===== src/rtl/host_port_cfg.svh =====
`ifndef HOST_PORT_CFG_SVH
`define HOST_PORT_CFG_SVH

// Register offsets on the processor port
`define OFS_SRC_EN 3'h0
`define OFS_SRC 3'h1
`define OFS_INDEX 3'h3
`define OFS_WIN_LO 3'h4
`define OFS_WIN_HI 3'h5

// Window indices
`define IDX_CFG 3'h0
`define IDX_BUF 3'h1
`define IDX_MODE 3'h2
`define IDX_ADDR 3'h3
`define IDX_END 3'h4

// Source enable bits
`define BIT_RX_EN 0
`define BIT_TX_EN 1
`define BIT_MC_EN 3

// Configuration low / high fields
`define BIT_PORT_EN 0
`define POS_INT_SEL 1
`define BIT_A1_FN 4
`define POS_DRQ_SEL 0
`define BIT_DAK_FN 2
`define BIT_TC_FN 4

// Mode fields
`define POS_DIR 0
`define BIT_BURST 2

// Memory channel status codes
`define MC_IDLE 2'h0
`define MC_RUN 2'h1
`define MC_END 2'h3

// Direction codes
`define DIR_TO_HOST 2'h1
`define DIR_FROM_HOST 2'h2

// Reset values
`define RST_BYTE 8'h00

// Longest wait for the shared RAM behind the USB side, in clocks
`define RAM_WAIT_MAX 2

`endif


===== src/rtl/host_port_pkg.sv =====
package host_port_pkg;

  typedef enum logic [1:0] {
    ST_IDLE = 2'b00,
    ST_RAM_WR = 2'b01,
    ST_RAM_RD = 2'b10
  } mc_state_t;

  typedef struct packed {
    logic [7:0] src_en;
    logic [2:0] index;
    logic [7:0] cfg_lo;
    logic [7:0] cfg_hi;
    logic [7:0] mode;
    logic [10:0] addr;
    logic [10:0] end_a;
    logic [7:0] rx_buf;
    logic [7:0] tx_buf;
    logic rx_full;
    logic tx_empty;
    logic mtx_loaded;
    logic mrx_pending;
    logic tc_pending;
    logic [1:0] mc_status;
    mc_state_t st;
    logic [7:0] rdata;
    logic [7:0] dout;
    logic doe;
    logic mc_req;
  } port_state_t;

endpackage


===== src/rtl/external_host_fifo_port.sv =====
// Added by the designer: the address map and the address-and-strobe port.
`timescale 1ns/1ps
`include "host_port_cfg.svh"

module external_host_fifo_port (
  input wire logic clk_i, // System clock
  input wire logic rst_n_i, // Synchronous reset, active low
  // Processor register port
  input wire logic [2:0] cpu_addr_i, // Register offset
  input wire logic [7:0] cpu_wdata_i, // Write data
  input wire logic cpu_wr_i, // Write strobe
  input wire logic cpu_rd_i, // Read strobe
  output logic [7:0] cpu_rdata_o, // Read data, cycle after strobe
  output logic cpu_irq_o, // Interrupt to the processor
  // Host pins
  input wire logic host_chip_select_n_i, // Host select, low active
  input wire logic host_channel_address_i, // High CPU, low memory channel
  input wire logic host_read_strobe_n_i, // Read strobe, low active
  input wire logic host_write_strobe_n_i, // Write strobe, low active
  input wire logic [7:0] host_data_bus_i, // Data bus in
  output logic [7:0] host_data_bus_o, // Data bus out
  output logic host_data_bus_oe_o, // Data bus drive enable
  output logic host_interrupt_out_o, // Interrupt toward host
  output logic host_interrupt_func_o, // Interrupt pin in host function
  output logic dma_request_out_o, // DMA request
  output logic dma_request_func_o, // Request pin in DMA function
  input wire logic dma_ack_n_i, // DMA acknowledge, low active
  output logic dma_ack_func_o, // Acknowledge pin in DMA function
  input wire logic terminal_count_n_i, // Terminal count, low active
  output logic terminal_count_func_o, // Count pin in DMA function
  input wire logic status_select_in_i, // Status read select
  output logic status_select_func_o, // Select pin in port function off
  // Shared RAM
  output logic ram_req_o, // RAM access request
  output logic ram_we_o, // RAM write
  output logic [10:0] ram_addr_o, // RAM address
  output logic [7:0] ram_wdata_o, // RAM write data
  input wire logic [7:0] ram_rdata_i, // RAM read data
  input wire logic ram_gnt_i // Grant, USB side has priority
);

  host_port_pkg::port_state_t s_r;
  host_port_pkg::port_state_t s_nxt;

  ////////////////////////////////////////////////////////////////////////////
  // Pin synchronisation and edges

  logic [14:0] pins_raw;
  logic [14:0] pins_s;
  logic [1:0] strobe_rise;
  logic cs_n;
  logic a0;
  logic rd_n;
  logic wr_n;
  logic dma_ack_level_n;
  logic tc_n;
  logic a1;
  logic [7:0] din;

  assign pins_raw = {host_chip_select_n_i, host_channel_address_i,
                     host_read_strobe_n_i, host_write_strobe_n_i,
                     dma_ack_n_i, terminal_count_n_i, status_select_in_i,
                     host_data_bus_i};

  pin_sync #(
    .WIDTH(15)
  ) u_sync (
    .clk_i(clk_i),
    .rst_n_i(rst_n_i),
    .pin_i(pins_raw),
    .rst_val_i({4'hf, 3'h6, 8'h00}),
    .sync_o(pins_s)
  );

  assign {cs_n, a0, rd_n, wr_n, dma_ack_level_n, tc_n, a1, din} = pins_s;

  rise_detect #(
    .WIDTH(2)
  ) u_rise (
    .clk_i(clk_i),
    .rst_n_i(rst_n_i),
    .level_i({rd_n, wr_n}),
    .rise_o(strobe_rise)
  );

  ////////////////////////////////////////////////////////////////////////////
  // Command decoder

  logic rx_en;
  logic tx_en;
  logic mc_en;
  logic dma_ack_level_fn;
  logic tc_fn;
  logic a1_fn;
  logic port_en;
  logic burst;
  logic [1:0] dir;
  logic mc_active;
  logic mem_rx_enable;
  logic mem_tx_enable;
  logic cpu_sel;
  logic mem_pin;
  logic cpu_chan_read;
  logic cpu_chan_write;
  logic mem_chan_read;
  logic mem_chan_write;
  logic mem_chan_terminal_count;
  logic buffer_write;
  logic status_select;
  logic data_output_enable;
  logic mem_tx_buffer_control;
  logic tx_buffer_ready;
  logic rx_buffer_ready;
  logic [7:0] src_val;
  logic at_end;

  assign rx_en = s_r.src_en[`BIT_RX_EN];
  assign tx_en = s_r.src_en[`BIT_TX_EN];
  assign mc_en = s_r.src_en[`BIT_MC_EN];
  // Each DMA pin picks its own function
  assign dma_ack_level_fn = s_r.cfg_hi[`BIT_DAK_FN];
  assign tc_fn = s_r.cfg_hi[`BIT_TC_FN];
  assign a1_fn = s_r.cfg_lo[`BIT_A1_FN];
  assign port_en = s_r.cfg_lo[`BIT_PORT_EN];
  assign burst = s_r.mode[`BIT_BURST];
  assign dir = s_r.mode[`POS_DIR +: 2];

  assign mc_active = mc_en && (s_r.mc_status != `MC_END);
  assign mem_rx_enable = mc_active && (dir == `DIR_FROM_HOST);
  assign mem_tx_enable = mc_active && (dir == `DIR_TO_HOST);

  // Channel address high selects CPU side
  assign cpu_sel = !cs_n && a0;
  // Channel address low selects RAM side
  // Acknowledge alone also selects RAM side
  // Select and acknowledge together pick RAM side at either address
  assign mem_pin = (!cs_n && !a0 && port_en) || (dma_ack_level_fn && !dma_ack_level_n);

  assign cpu_chan_read = cpu_sel && strobe_rise[1] && tx_en && !status_select;
  assign cpu_chan_write = cpu_sel && strobe_rise[0] && rx_en;
  // Memory channel needs config and enables
  assign mem_chan_read = mem_pin && strobe_rise[1] && mem_tx_enable;
  assign mem_chan_write = mem_pin && strobe_rise[0] && mem_rx_enable &&
                          !s_r.mrx_pending;
  assign mem_chan_terminal_count = mem_chan_write && tc_fn && !tc_n;
  assign buffer_write = (cpu_chan_write && !s_r.rx_full) || mem_chan_write;
  assign status_select = a1_fn && a1 && cpu_sel;
  assign data_output_enable = !rd_n && (cpu_sel || (mem_pin && mem_tx_enable));

  assign tx_buffer_ready = tx_en && !s_r.tx_empty;
  assign rx_buffer_ready = rx_en && !s_r.rx_full;
  assign mem_tx_buffer_control = (s_r.st == host_port_pkg::ST_RAM_RD);
  assign at_end = (s_r.addr == s_r.end_a);

  assign src_val = {4'h0, s_r.mc_status, s_r.tx_empty, s_r.rx_full};

  ////////////////////////////////////////////////////////////////////////////
  // Next state

  always_comb begin
    s_nxt = s_r;
    s_nxt.rdata = `RST_BYTE;

    // Processor reads
    if (cpu_rd_i) begin
      case (cpu_addr_i)
        `OFS_SRC_EN: s_nxt.rdata = s_r.src_en;
        `OFS_SRC: s_nxt.rdata = src_val;
        `OFS_INDEX: s_nxt.rdata = {5'h00, s_r.index};
        `OFS_WIN_LO: begin
          case (s_r.index)
            `IDX_CFG: s_nxt.rdata = s_r.cfg_lo;
            `IDX_BUF: s_nxt.rdata = s_r.rx_buf;
            `IDX_MODE: s_nxt.rdata = s_r.mode;
            `IDX_ADDR: s_nxt.rdata = s_r.addr[7:0];
            `IDX_END: s_nxt.rdata = s_r.end_a[7:0];
            default: s_nxt.rdata = `RST_BYTE;
          endcase
          if (s_r.index == `IDX_BUF) begin
            s_nxt.rx_full = 1'b0;
          end
        end
        `OFS_WIN_HI: begin
          case (s_r.index)
            `IDX_CFG: s_nxt.rdata = s_r.cfg_hi;
            `IDX_ADDR: s_nxt.rdata = {5'h00, s_r.addr[10:8]};
            `IDX_END: s_nxt.rdata = {5'h00, s_r.end_a[10:8]};
            default: s_nxt.rdata = `RST_BYTE;
          endcase
        end
        default: s_nxt.rdata = `RST_BYTE;
      endcase
    end

    // Writable registers; source register ignores writes
    if (cpu_wr_i) begin
      case (cpu_addr_i)
        `OFS_SRC_EN: s_nxt.src_en = cpu_wdata_i;
        `OFS_INDEX: s_nxt.index = cpu_wdata_i[2:0];
        `OFS_WIN_LO: begin
          case (s_r.index)
            `IDX_CFG: s_nxt.cfg_lo = cpu_wdata_i;
            `IDX_BUF: begin
              // RAM prefetch owns the buffer while the channel runs toward the host
              if (!mem_tx_enable) begin
                s_nxt.tx_buf = cpu_wdata_i;
                s_nxt.tx_empty = 1'b0;
              end
            end
            `IDX_MODE: s_nxt.mode = cpu_wdata_i;
            `IDX_ADDR: if (!mc_en) s_nxt.addr[7:0] = cpu_wdata_i;
            // End address writable at any time, even while enabled
            `IDX_END: s_nxt.end_a[7:0] = cpu_wdata_i;
            default: s_nxt.index = s_r.index;
          endcase
        end
        `OFS_WIN_HI: begin
          case (s_r.index)
            `IDX_CFG: s_nxt.cfg_hi = cpu_wdata_i;
            `IDX_ADDR: if (!mc_en) s_nxt.addr[10:8] = cpu_wdata_i[2:0];
            `IDX_END: s_nxt.end_a[10:8] = cpu_wdata_i[2:0];
            default: s_nxt.index = s_r.index;
          endcase
        end
        default: s_nxt.index = s_r.index;
      endcase
    end

    // Host write sets full, winning over a same-cycle clear
    if (buffer_write) begin
      s_nxt.rx_buf = din;
    end
    if (cpu_chan_write) begin
      s_nxt.rx_full = 1'b1;
    end
    // Host took the byte; set beats a same-cycle processor refill
    if (cpu_chan_read) begin
      s_nxt.tx_empty = 1'b1;
    end

    // Memory channel status follows the enable
    if (!mc_en) begin
      s_nxt.mc_status = `MC_IDLE;
      s_nxt.mtx_loaded = 1'b0;
      s_nxt.mrx_pending = 1'b0;
      s_nxt.tc_pending = 1'b0;
    end else if (s_r.mc_status == `MC_IDLE) begin
      s_nxt.mc_status = `MC_RUN;
    end

    if (mem_chan_write) begin
      s_nxt.mrx_pending = 1'b1;
      s_nxt.tc_pending = mem_chan_terminal_count;
    end

    // Counter steps per completed host read
    if (mem_chan_read) begin
      s_nxt.mtx_loaded = 1'b0;
      if (at_end) begin
        s_nxt.mc_status = `MC_END;
      end else begin
        s_nxt.addr = s_r.addr + 11'h001;
      end
    end

    // RAM sequencer
    case (s_r.st)
      host_port_pkg::ST_IDLE: begin
        if (s_r.mrx_pending && mc_en) begin
          s_nxt.st = host_port_pkg::ST_RAM_WR;
        end else if (mem_tx_enable && !s_r.mtx_loaded && !mem_chan_read) begin
          s_nxt.st = host_port_pkg::ST_RAM_RD;
        end
      end
      host_port_pkg::ST_RAM_WR: begin
        // Hold until the USB side yields
        if (ram_gnt_i) begin
          s_nxt.mrx_pending = 1'b0;
          s_nxt.st = host_port_pkg::ST_IDLE;
          if (s_r.tc_pending || at_end) begin
            s_nxt.mc_status = `MC_END;
          end else begin
            s_nxt.addr = s_r.addr + 11'h001;
          end
        end
      end
      host_port_pkg::ST_RAM_RD: begin
        // Hold until the USB side yields
        if (ram_gnt_i) begin
          s_nxt.tx_buf = ram_rdata_i;
          s_nxt.mtx_loaded = 1'b1;
          s_nxt.st = host_port_pkg::ST_IDLE;
        end
      end
      default: s_nxt.st = host_port_pkg::ST_IDLE;
    endcase
    if (!mc_en) begin
      s_nxt.st = host_port_pkg::ST_IDLE;
    end

    s_nxt.dout = status_select ? src_val : s_r.tx_buf;
    s_nxt.doe = data_output_enable;

    // Single mode: one request per byte
    // Burst: hold while the window runs
    if (burst) begin
      s_nxt.mc_req = mc_active && (dir != 2'h0);
    end else if (mem_rx_enable) begin
      s_nxt.mc_req = !s_r.mrx_pending && !(mem_pin && !wr_n);
    end else begin
      s_nxt.mc_req = mem_tx_enable && s_r.mtx_loaded &&
                     !(mem_pin && !rd_n);
    end
  end

  ////////////////////////////////////////////////////////////////////////////
  // State register

  always_ff @(posedge clk_i) begin
    if (!rst_n_i) begin
      // Enables off, pins back to port
      s_r <= '0;
      s_r.tx_empty <= 1'b1;
      s_r.st <= host_port_pkg::ST_IDLE;
    end else begin
      s_r <= s_nxt;
    end
  end

  ////////////////////////////////////////////////////////////////////////////
  // Outputs and selectors

  logic [2:0] int_sel;
  logic [1:0] drq_sel;

  assign int_sel = s_r.cfg_lo[`POS_INT_SEL +: 3];
  assign drq_sel = s_r.cfg_hi[`POS_DRQ_SEL +: 2];

  always_comb begin
    case (int_sel)
      3'h1: host_interrupt_out_o = tx_buffer_ready;
      3'h2: host_interrupt_out_o = rx_buffer_ready;
      3'h3: host_interrupt_out_o = s_r.mc_req;
      default: host_interrupt_out_o = 1'b0;
    endcase
  end

  // Request pin carries rx ready or memory request
  always_comb begin
    case (drq_sel)
      2'h1: dma_request_out_o = rx_buffer_ready;
      2'h2: dma_request_out_o = s_r.mc_req;
      default: dma_request_out_o = 1'b0;
    endcase
  end

  assign host_interrupt_func_o = (int_sel != 3'h0);
  assign dma_request_func_o = (drq_sel != 2'h0);
  assign dma_ack_func_o = dma_ack_level_fn;
  assign terminal_count_func_o = tc_fn;
  assign status_select_func_o = a1_fn;

  assign cpu_irq_o = (rx_en && s_r.rx_full) || (tx_en && s_r.tx_empty) ||
                     (s_r.mc_status == `MC_END);

  assign cpu_rdata_o = s_r.rdata;
  assign host_data_bus_o = s_r.dout;
  assign host_data_bus_oe_o = s_r.doe;

  assign ram_req_o = (s_r.st != host_port_pkg::ST_IDLE);
  assign ram_we_o = (s_r.st == host_port_pkg::ST_RAM_WR);
  assign ram_addr_o = s_r.addr;
  assign ram_wdata_o = s_r.rx_buf;

endmodule


===== src/rtl/pin_sync.sv =====
`timescale 1ns/1ps

module pin_sync #(
  parameter int WIDTH = 1
) (
  input wire logic clk_i, // System clock
  input wire logic rst_n_i, // Synchronous reset, active low
  input wire logic [WIDTH-1:0] pin_i, // Asynchronous pins
  input wire logic [WIDTH-1:0] rst_val_i, // Idle level during reset
  output logic [WIDTH-1:0] sync_o // Synchronised levels
);

  logic [WIDTH-1:0] meta_r;
  logic [WIDTH-1:0] sync_r;

  // Only the second stage is read outside
  always_ff @(posedge clk_i) begin
    if (!rst_n_i) begin
      meta_r <= rst_val_i;
      sync_r <= rst_val_i;
    end else begin
      meta_r <= pin_i;
      sync_r <= meta_r;
    end
  end

  assign sync_o = rst_n_i ? sync_r : rst_val_i;

endmodule


===== src/rtl/rise_detect.sv =====
`timescale 1ns/1ps

module rise_detect #(
  parameter int WIDTH = 1
) (
  input wire logic clk_i, // System clock
  input wire logic rst_n_i, // Synchronous reset, active low
  input wire logic [WIDTH-1:0] level_i, // Synchronised levels
  output logic [WIDTH-1:0] rise_o // One-cycle pulse on a rising level
);

  logic [WIDTH-1:0] prev_r;

  // Reset to ones so a high idle level gives no false edge
  always_ff @(posedge clk_i) begin
    if (!rst_n_i) begin
      prev_r <= '1;
    end else begin
      prev_r <= level_i;
    end
  end

  assign rise_o = level_i & ~prev_r;

endmodule

===== config.mk =====
export PLATFORM = sky130hd
export DESIGN_NAME = external_host_fifo_port
export DESIGN_NICKNAME = d
export VERILOG_FILES = /design/src/rtl/host_port_pkg.sv /design/src/rtl/external_host_fifo_port.sv /design/src/rtl/pin_sync.sv /design/src/rtl/rise_detect.sv
export VERILOG_INCLUDE_DIRS = /design/src /design/src/rtl
export SDC_FILE = /design/constraint.sdc
export NUM_CORES = 1
export LEC_CHECK = 0
export ABC_CLOCK_PERIOD_IN_PS = 2100
export BUFFER_PORTS_ARGS = -buffer_cell sky130_fd_sc_hd__buf_2
export CAP_MARGIN = 20
export CORE_AREA = 4 4 148 150
export CTS_CLUSTER_SIZE = 30
export DETAILED_ROUTE_END_ITERATION = 10
export DIE_AREA = 0 0 152 154
export GPL_TIMING_DRIVEN = 0
export HOLD_SLACK_MARGIN = 0.02
export SYNTH_ARGS = -nofsm -noshare
export SYNTH_HDL_FRONTEND = slang
export SYNTH_SLANG_ARGS = --single-unit

===== constraint.sdc =====
create_clock -name clk_i -period 2.1 [get_ports clk_i]
set_input_delay 0.21 -clock clk_i [delete_from_list [all_inputs] [get_ports clk_i]]
set_output_delay 0.21 -clock clk_i [all_outputs]
set_load 0.005 [all_outputs]

==> results of run 1 <==
-- cell type report --
| type | instances | area share |
|---|---|---|
| sequential | 132 | 0.3459 |
| inverter | 11 | 0.005395 |
| timing repair buffer | 97 | 0.07455 |
| multi-input combinational | 464 | 0.3922 |
| clock inverter | 8 | 0.01341 |
| buffer | 77 | 0.06163 |
| clock buffer | 22 | 0.06196 |
| tap | 275 | 0.04496 |
-- registers in the layout, summed over array words and instances (netlist names), 3 cells and up --
| signal | flops |
|---|---|
| ram_wdata_o | 8 |
| u_sync.sync_r | 15 |
| u_sync.meta_r | 15 |
| s_r | 50 |
| host_data_bus_o | 8 |
| cpu_rdata_o | 8 |
| ram_addr_o | 11 |
| int_sel | 3 |
-- repair_timing --
action	in CTS	in global routing
hold endpoints to repair	15	0
setup buffers	0	4
gates resized for setup	3	15
cloned	0	0
pin swaps	1	3
endpoints found under the setup margin	28	30
hold buffers	15	0
-- power by group through the flow --
stage	Combinational, mW	Sequential, mW	Clock (mW)
3_5_place_dp	0.274	2.62	0
3_3_place_gp	0.274	2.62	0
2_1_floorplan	0.151	2.61	0
6_report	0.302	2.57	2.93
4_1_cts	0.297	2.56	2.98
5_1_grt	0.328	2.57	3.08
-- per-stage QoR --
stage               setup WS (ns)  setup TNS (ns)  std cells    util
detailed placement        -0.1497          -4.646       1038  0.3312
global route             -0.02468         -0.1031       1086  0.3699
floorplan                  0.3484               0        685       -
global placement          -0.1478          -4.126       1038  0.3312
finish                     0.1018               0       1086  0.3699
CTS                       0.01814               0       1083  0.3671
-- kinds of logic after synthesis --
group	after synthesis
AND/OR/NAND/NOR	275
flip-flops	132
AO/OA/AOI/OAI	125
buffers and inverters	89
multiplexers	49
XOR/XNOR	11
adder cells (fa/ha/maj)	4
-- how the worst min path moves through the flow --
| stage | start | endpoint | depth (start not counted) |
|---|---|---|---|
| after floorplan | dma_ack_n_i | u_sync.meta_r[10]$_SDFF_PN1_ | 1 |
| after global placement | u_sync.meta_r[10]$_SDFF_PN1_ | u_sync.sync_r[10]$_SDFF_PN1_ | 1 |
| after detailed placement | u_sync.meta_r[14]$_SDFF_PN1_ | u_sync.sync_r[14]$_SDFF_PN1_ | 1 |
| after CTS | ram_gnt_i | s_r[18]$_SDFFE_PN0P_ | 2 |
| after global routing | ram_gnt_i | s_r[18]$_SDFFE_PN0P_ | 2 |
| final | ram_gnt_i | s_r[18]$_SDFFE_PN0P_ | 2 |
-- cells in the final DEF (no fill, tap or decap), drive strengths merged, types with 9 or more instances in the layout --
| cell type | n |
|---|---|
| xnor2 | 11 |
| clkbuf | 44 |
| buf | 137 |
| o21ai | 11 |
| dlygate4sd3 | 15 |
| nor2b | 12 |
| a211oi | 14 |
| nand2b | 20 |
| nand4 | 9 |
| o2bb2ai | 9 |
| and3 | 11 |
| dfxtp | 132 |
| and2 | 24 |
| mux2i | 46 |
| nand2 | 70 |
| nor2 | 61 |
| a21oi | 44 |
| inv | 11 |
| nand3 | 37 |
-- metal layers --
metal / vias up / global-route usage / wire, um
met2: 173 / 0.2496 / 8506
li1: 2605 / - / -
met1: 2482 / 0.2123 / 8393
met4: 0 / 0.05094 / 331
met3: 19 / 0.04306 / 1249
met5: - / 0 / 0
==> impl_metrics.env, run 1 <==
export IMPL_status="finished clean"
export IMPL_track_usage=0.1587
export IMPL_cp_cell_sequence="a21bo_2 > and2b_2 > a31oi_4 > nor2_1 > nor3_1 > a221o_1"
export IMPL_synth_top_area_cell="dfxtp_1"
export IMPL_remaining_drc_errors=0
export IMPL_port_buffer_count=78
export IMPL_cp_arrival_ns=2.31
export IMPL_multi_input_area_mm2=0.003002
export IMPL_clockBufferDepth=2
export IMPL_peakVddDrop_mv=0.6023
export IMPL_grt_max_degree=17
export IMPL_synth_compound_area_share=0.1487
export IMPL_hpwl_mm=13.34
export IMPL_antenna_found_initial=0
export IMPL_place_area_mm2=0.006852
export IMPL_num_rows=53
export IMPL_routed_wl_mm=18.48
export IMPL_synth_area_mm2=0.006117
export IMPL_tightest_slew_ns=0.8250
export IMPL_yosysTopAreaCellShare=0.4320
export IMPL_cp_num_buf_inv=0
export IMPL_path_delay_family="compound AO/OA/AOI/OAI gates"
export IMPL_hp_class="primary input to flip-flop"
export IMPL_die_area_mm2=0.02341
export IMPL_r2r_end="ram_addr_o[7]$_SDFF_PN0_"
export IMPL_cts_buffers=17
export IMPL_fillCellCount=2148
export IMPL_powerDensity_mw_per_mm2=757.7
export IMPL_synth_avg_cell_area_um2=8.930
export IMPL_sw_frac_of_total=0.2273
export IMPL_synthSimpleGateAreaFrac=0.2297
export IMPL_synth_cell_types=69
export IMPL_ys_seq_elements=132
export IMPL_rsz0062_at_grt="yes"
export IMPL_slew_headroom=0.4500
export IMPL_synthXorXnorAreaFrac=0.01575
export IMPL_synth_edf_count=0
export IMPL_finalHoldViolations=0
export IMPL_critical_path_max_fanout=7
export IMPL_start_kind="flip-flop"
export IMPL_clock_latency_ns=0.43
export IMPL_ys_seq_area_frac=0.4320
export IMPL_cts_sinks=132
export IMPL_synth_nets=728
export IMPL_critPathKind="flip-flop to flip-flop"
export IMPL_leakagePower_nw=3.014
export IMPL_nNetsFinal=843
export IMPL_p_comb_frac=0.052
export IMPL_cpPeakStageDelay_ns=0.37
export IMPL_area_growth_pct=25.12
export IMPL_cp_end_kind="flip-flop"
export IMPL_num_vias=5279
export IMPL_yosys_area_share_adder=0.008182
export IMPL_drt_first_pass_iters=5
export IMPL_cp_slowest_cell="dfxtp_1"
export IMPL_worstRegToRegCells=6
export IMPL_p_sw_mw=1.318
export IMPL_die_x_um=152
export IMPL_synthMuxAreaShare=0.08263
export IMPL_skew_ns=0.007912
export IMPL_grt_pass1_vias=4992
export IMPL_period_share=0.9515
export IMPL_vias_per_cell=4.861
export IMPL_power_frac_seq=0.442
export IMPL_synth_top_family_by_area="simple AND/OR/NAND/NOR gates"
export IMPL_seqCellArea_mm2=0.002648
export IMPL_p_int_mw=4.481
export IMPL_n_antenna_cell=0
export IMPL_drt_iter0_drc=448
export IMPL_r2r_start="s_r[21]$_SDFF_PN0_"
export IMPL_slew_viol_final=0
export IMPL_power_total_mw=5.799
export IMPL_grt_pass1_wl_mm=28.76
export IMPL_htreeDepth=4
export IMPL_place_gp_congestion=0.9402
export IMPL_setup_viol=0
export IMPL_holdWs_ns=0.02875
export IMPL_fin_area_mm2=0.007654
export IMPL_fmaxAchievable_mhz=500.5
export IMPL_cts_root_buf="clkbuf_16"
export IMPL_synth_warnings=0
export IMPL_crit_start="s_r[21]$_SDFF_PN0_"
export IMPL_clk_pin_slew_ns=0.06
export IMPL_postRouteAntennaNets=0
export IMPL_cp_depth=6
export IMPL_maxCapViolations=0
export IMPL_synth_commonest_cells="132 x dfxtp_1, 69 x nand2_1, 61 x nor2_1, 46 x mux2i_1, 43 x a21oi_1"
export IMPL_gr_total_overflow=0
export IMPL_synth_ff_type="dfxtp_1"
export IMPL_async_flop_share=0
export IMPL_r2r_setup_slack_ns=0.10
export IMPL_core_mm2=0.02069
export IMPL_setup_worst_path_end="ram_addr_o[7]$_SDFF_PN0_"
export IMPL_final_min_clock_period_ns=1.998
export IMPL_drive_gt1_frac=0.2367
export IMPL_tritoncts="yes"
export IMPL_ios=85
export IMPL_synth_most_common_cell="dfxtp_1"
export IMPL_dieHeight_um=154
export IMPL_start_util=0.2957
export IMPL_p_clk_frac=0.506
export IMPL_wl_per_cell_um=17.02
export IMPL_syn_inst=685
export IMPL_synth_top_cells_by_area="dfxtp_1 43%, mux2i_1 7.5%, buf_4 4.7%, nand2_1 4.2%, nor2_1 3.7%"
export IMPL_worstPathRequired_ns=2.42
(Power assumes the default switching activity.)
==> run 2, diff against run 1 <==
--- a/config.mk
+++ b/config.mk
@@ -9,12 +9,15 @@
 export ABC_CLOCK_PERIOD_IN_PS = 2100
 export BUFFER_PORTS_ARGS = -buffer_cell sky130_fd_sc_hd__buf_2
 export CAP_MARGIN = 20
+export CELL_PAD_IN_SITES_DETAIL_PLACEMENT = 1
+export CELL_PAD_IN_SITES_GLOBAL_PLACEMENT = 1
 export CORE_AREA = 4 4 148 150
 export CTS_CLUSTER_SIZE = 30
 export DETAILED_ROUTE_END_ITERATION = 10
 export DIE_AREA = 0 0 152 154
 export GPL_TIMING_DRIVEN = 0
 export HOLD_SLACK_MARGIN = 0.02
+export PLACE_DENSITY_LB_ADDON = 0.1
 export SYNTH_ARGS = -nofsm -noshare
 export SYNTH_HDL_FRONTEND = slang
 export SYNTH_SLANG_ARGS = --single-unit
==> impl_metrics.env, run 2 (same netlist as run 1, synthesis figures left out) <==
export IMPL_peakVddDrop_mv=0.5371
export IMPL_largestRegisters="s_r x50, u_sync.meta_r x15, u_sync.sync_r x15"
export IMPL_cts_buffers=17
export IMPL_remaining_drc_errors=0
export IMPL_hpwl_mm=15.86
export IMPL_grt_pass1_vias=5794
export IMPL_holdWs_ns=0.06066
export IMPL_start_util=0.2957
export IMPL_worstRegToRegCells=9
export IMPL_track_usage=0.1863
export IMPL_nNetsFinal=846
export IMPL_rsz0062_at_grt="no"
export IMPL_grt_max_degree=17
export IMPL_dieHeight_um=154
export IMPL_n_antenna_cell=0
export IMPL_dpl_cell_count=1038
export IMPL_power_frac_seq=0.434
export IMPL_cts_root_buf="clkbuf_16"
export IMPL_tns_ns=0
export IMPL_critical_path_max_fanout=8
export IMPL_ios=85
export IMPL_power_total_mw=5.911
export IMPL_wl_per_cell_um=19.76
export IMPL_tightest_slew_ns=0.9257
export IMPL_clock_latency_ns=0.42
export IMPL_critPathKind="flip-flop to flip-flop"
export IMPL_hold_depth=2
export IMPL_antenna_found_initial=0
export IMPL_r2r_start="ram_addr_o[2]$_SDFF_PN0_"
export IMPL_drt_first_pass_iters=4
export IMPL_clockBufferDepth=2
export IMPL_final_min_clock_period_ns=2.022
export IMPL_cts_sinks=132
export IMPL_place_gp_congestion=0.8381
export IMPL_min_from="ram_gnt_i"
export IMPL_largest_reg_flops=50
export IMPL_slew_headroom=0.3829
export IMPL_tritoncts="yes"
export IMPL_p_sw_mw=1.479
export IMPL_core_mm2=0.02069
export IMPL_port_buffer_count=78
export IMPL_fmaxAchievable_mhz=494.5
export IMPL_maxCapViolations=0
export IMPL_cp_arrival_ns=2.33
export IMPL_hp_class="primary input to flip-flop"
export IMPL_pre_cts_ws_ns=-0.2274
export IMPL_area_growth_pct=26.49
export IMPL_drt_iter0_drc=266
export IMPL_skew_ns=0.008046
export IMPL_p_clk_frac=0.513
export IMPL_worstPathRequired_ns=2.41
export IMPL_gr_total_overflow=0
export IMPL_drive_gt1_frac=0.2512
export IMPL_crit_start="ram_addr_o[2]$_SDFF_PN0_"
export IMPL_fillCellCount=2419
export IMPL_grt_pass1_wl_mm=34.02
export IMPL_status="finished clean"
export IMPL_setup_ws_ns=0.07775
export IMPL_powerDensity_mw_per_mm2=764.0
export IMPL_p_comb_frac=0.053
export IMPL_vias_per_cell=4.930
export IMPL_final_cell_mix="123 x dfxtp_1, 86 x buf_2, 69 x nand2_1"
export IMPL_clk_pin_slew_ns=0.06
export IMPL_leakagePower_nw=3.038
export IMPL_num_vias=5379
export IMPL_slew_viol_final=0
export IMPL_final_common_cell="dfxtp_1"
export IMPL_die_x_um=152
export IMPL_period_share=0.9630
export IMPL_seqCellArea_mm2=0.002654
export IMPL_die_area_mm2=0.02341
export IMPL_layout_cells_non_filler=1091
export IMPL_regMostFlops="s_r"
export IMPL_postRouteAntennaNets=0
export IMPL_start_kind="flip-flop"
export IMPL_cp_end_kind="flip-flop"
export IMPL_p_int_mw=4.432
export IMPL_htreeDepth=4
export IMPL_sw_frac_of_total=0.2502
export IMPL_finalHoldViolations=0
export IMPL_setup_viol=0
export IMPL_multi_input_area_mm2=0.003008
export IMPL_num_rows=53
export IMPL_routed_wl_mm=21.56
run 2: cell types whose count changed in the layout (fill, tap and decap cells not counted), moves of 2 or more:
cell        change
clkbuf_8        -3
dfxtp_2         +5
clkbuf_1        -2
clkinvlp_4      +3
buf_12          +2
dfxtp_1         -5
inv_6           +5
clkinv_2        -2
run 2: final cells by class:
| cell class | count | share of cell area |
|---|---|---|
| Multi-Input combinational cell | 464 | 0.3887 |
| Tap cell | 275 | 0.04447 |
| Timing Repair Buffer | 99 | 0.07891 |
| Clock buffer | 17 | 0.05498 |
| Inverter | 11 | 0.005336 |
| Sequential cell | 132 | 0.3430 |
| Clock inverter | 15 | 0.02199 |
| Buffer | 78 | 0.06258 |
run 2: per-stage QoR:
step / utilization / instance area (um^2)
6_report: 0.3740 / 7737
5_1_grt: 0.3740 / 7737
4_1_cts: 0.3701 / 7657
3_5_place_dp: 0.3312 / 6852
3_3_place_gp: 0.3312 / 6852
2_1_floorplan: - / 6117
run 2: path summary, 6_finish.rpt:
path	endpoint	slack, ns
max	ram_addr_o[6]$_SDFF_PN0_	0.08
min	s_r[18]$_SDFFE_PN0P_	0.06
max reg2reg	ram_addr_o[6]$_SDFF_PN0_	0.08
min reg2reg	u_sync.sync_r[9]$_SDFF_PN1_	0.41
run 2: worst max-delay path, cell delays in order, from the launching register on:
cell	delay [ns]
dfxtp_1	0.31
clkbuf_4	0.19
xnor2_1	0.14
nand4_1	0.16
nor3_4	0.06
buf_12	0.13
buf_4	0.13
o211a_1	0.31
o21a_1	0.21
a211o_1	0.26
run 2: routing by layer:
layer / vias up / part of all wire / routed length (um) / GRT usage
met4: 0 / 0.018 / 380 / 0.05308
li1: 2609 / - / - / -
met2: 113 / 0.48 / 10290 / 0.3146
met1: 2635 / 0.46 / 9977 / 0.2422
met3: 22 / 0.042 / 909 / 0.03771
met5: - / 0 / 0 / 0
run 2: power by group through the flow:
stage | logic [mW] | clock network (mW) | registers, mW
2_1_floorplan | 0.151 | 0 | 2.61
3_3_place_gp | 0.283 | 0 | 2.62
3_5_place_dp | 0.288 | 0 | 2.62
4_1_cts | 0.314 | 3.09 | 2.57
5_1_grt | 0.343 | 3.22 | 2.57
6_report | 0.312 | 3.03 | 2.57
run 2: repair_timing:
item / CTS / global route
gates resized for setup: 7 / 21
hold buffers: 15 / 0
buffers inserted: 3 / 3
endpoints found under the hold margin: 15 / 0
pin swaps: 1 / 4
endpoints found under the setup margin: 30 / 34
==> run 3, diff against run 2 <==
--- a/config.mk
+++ b/config.mk
@@ -11,10 +11,10 @@
 export CAP_MARGIN = 20
 export CELL_PAD_IN_SITES_DETAIL_PLACEMENT = 1
 export CELL_PAD_IN_SITES_GLOBAL_PLACEMENT = 1
-export CORE_AREA = 4 4 148 150
+export CORE_AREA = 4 4 129 131
 export CTS_CLUSTER_SIZE = 30
 export DETAILED_ROUTE_END_ITERATION = 10
-export DIE_AREA = 0 0 152 154
+export DIE_AREA = 0 0 133 135
 export GPL_TIMING_DRIVEN = 0
 export HOLD_SLACK_MARGIN = 0.02
 export PLACE_DENSITY_LB_ADDON = 0.1
==> impl_metrics.env, run 3 (same netlist as run 1, synthesis figures left out) <==
export IMPL_grt_max_degree=17
export IMPL_tightest_slew_ns=0.8710
export IMPL_postRouteAntennaNets=0
export IMPL_place_gp_congestion=0.9160
export IMPL_largestRegisters="s_r x50, u_sync.meta_r x15, u_sync.sync_r x15"
export IMPL_cp_end_kind="flip-flop"
export IMPL_core_mm2=0.01560
export IMPL_period_share=0.9529
export IMPL_start_kind="flip-flop"
export IMPL_power_total_mw=5.851
export IMPL_slew_viol_final=0
export IMPL_setup_ws_ns=0.09888
export IMPL_cts_root_buf="clkbuf_16"
export IMPL_pre_cts_ws_ns=-0.2149
export IMPL_nNetsFinal=845
export IMPL_peakVddDrop_mv=0.5213
export IMPL_cts_sinks=132
export IMPL_largest_reg_flops=50
export IMPL_track_usage=0.2367
export IMPL_remaining_drc_errors=0
export IMPL_drive_gt1_frac=0.2414
export IMPL_num_vias=5426
export IMPL_hpwl_mm=14.98
export IMPL_final_common_cell="dfxtp_1"
export IMPL_area_growth_pct=24.46
export IMPL_setup_viol=0
export IMPL_critical_path_max_fanout=10
export IMPL_powerDensity_mw_per_mm2=768.5
export IMPL_status="finished clean"
export IMPL_fmaxAchievable_mhz=499.7
export IMPL_finalHoldViolations=0
export IMPL_final_cell_mix="126 x dfxtp_1, 87 x buf_2, 69 x nand2_1"
export IMPL_num_rows=46
export IMPL_wl_per_cell_um=20.19
export IMPL_regMostFlops="s_r"
export IMPL_start_util=0.3922
export IMPL_vias_per_cell=5.278
export IMPL_slew_headroom=0.4150
export IMPL_leakagePower_nw=3.035
export IMPL_skew_ns=0.006260
export IMPL_critPathKind="flip-flop to flip-flop"
export IMPL_routed_wl_mm=20.75
export IMPL_tns_ns=0
export IMPL_final_min_clock_period_ns=2.001
export IMPL_dieHeight_um=135
export IMPL_drt_first_pass_iters=5
export IMPL_antenna_found_initial=0
export IMPL_clk_pin_slew_ns=0.06
export IMPL_holdWs_ns=0.05895
export IMPL_clockBufferDepth=2
export IMPL_clock_latency_ns=0.42
export IMPL_cp_arrival_ns=2.34
export IMPL_dpl_cell_count=979
export IMPL_worstPathRequired_ns=2.44
export IMPL_n_antenna_cell=0
export IMPL_fin_util=0.4881
export IMPL_layout_cells_non_filler=1028
export IMPL_tritoncts="yes"
export IMPL_place_area_mm2=0.006778
export IMPL_htreeDepth=4
export IMPL_grt_pass1_vias=5783
export IMPL_fillCellCount=1843
export IMPL_cts_buffers=17
export IMPL_drt_iter0_drc=317
export IMPL_die_area_mm2=0.01796
export IMPL_ios=85
export IMPL_die_x_um=133
export IMPL_hp_class="primary input to flip-flop"
export IMPL_port_buffer_count=78
export IMPL_grt_pass1_wl_mm=32.43
export IMPL_maxCapViolations=0
export IMPL_fin_area_mm2=0.007614
export IMPL_gr_total_overflow=0
-- run 3: cell types whose count changed in the layout (fill, tap and decap cells not counted), moves of 3 or more --
cell,previous run,this run
dfxtp_2,9,6
clkinvlp_4,5,0
dfxtp_1,123,126
clkbuf_8,0,3
inv_6,5,0
clkbuf_1,19,23
-- run 3: critical path: stages, from the launching register on --
cell and delay [ns]:
dfxtp_1 0.33, buf_2 0.23, xnor2_1 0.14, nand3_1 0.13
nor3_4 0.34, or2_1 0.17, buf_6 0.13, buf_6 0.15
nand3_1 0.11, a21oi_2 0.18
-- run 3: power by group --
group          total [mW]  switching (mW)  internal (mW)
Clock                2.97            1.04           1.94
Combinational       0.311           0.201          0.110
Sequential           2.57          0.0207           2.55
-- run 3: final cells by class --
| class | instances | area, um^2 | share of cell area |
|---|---|---|---|
| Multi-Input combinational cell | 464 | 3009 | 0.3952 |
| Sequential cell | 132 | 2650 | 0.3481 |
| Timing Repair Buffer | 99 | 585.6 | 0.07691 |
| Clock buffer | 24 | 481.7 | 0.06327 |
| Buffer | 77 | 475.5 | 0.06245 |
| Tap cell | 216 | 270.3 | 0.03550 |
| Clock inverter | 5 | 100.1 | 0.01315 |
| Inverter | 11 | 41.29 | 0.005423 |
-- run 3: worst paths after layout --
check / slack [ns] / from / cells past startpoint / to
max reg2reg: 0.1 / ram_addr_o[5]$_SDFF_PN0_ / 9 / ram_addr_o[0]$_SDFF_PN0_
min: 0.06 / ram_gnt_i / 2 / s_r[18]$_SDFFE_PN0P_
min reg2reg: 0.41 / u_sync.meta_r[14]$_SDFF_PN1_ / 1 / u_sync.sync_r[14]$_SDFF_PN1_
max: 0.1 / ram_addr_o[5]$_SDFF_PN0_ / 9 / ram_addr_o[0]$_SDFF_PN0_
-- run 3: repair_timing --
action | 4_1_cts | 5_1_grt
endpoints found under the hold margin | 15 | 0
hold buffers | 15 | 0
setup buffers | 2 | 4
pin swaps | 1 | 4
setup endpoints to repair | 29 | 49
gates resized for setup | 6 | 16
-- run 3: routing by layer --
| metal | global-route usage | wire [um] | vias up |
|---|---|---|---|
| met4 | 0.1161 | 642 | 0 |
| met1 | 0.2919 | 9099 | 2652 |
| met5 | 0 | 0 | - |
| met3 | 0.04806 | 958 | 35 |
| li1 | - | - | 2606 |
| met2 | 0.3956 | 10050 | 133 |
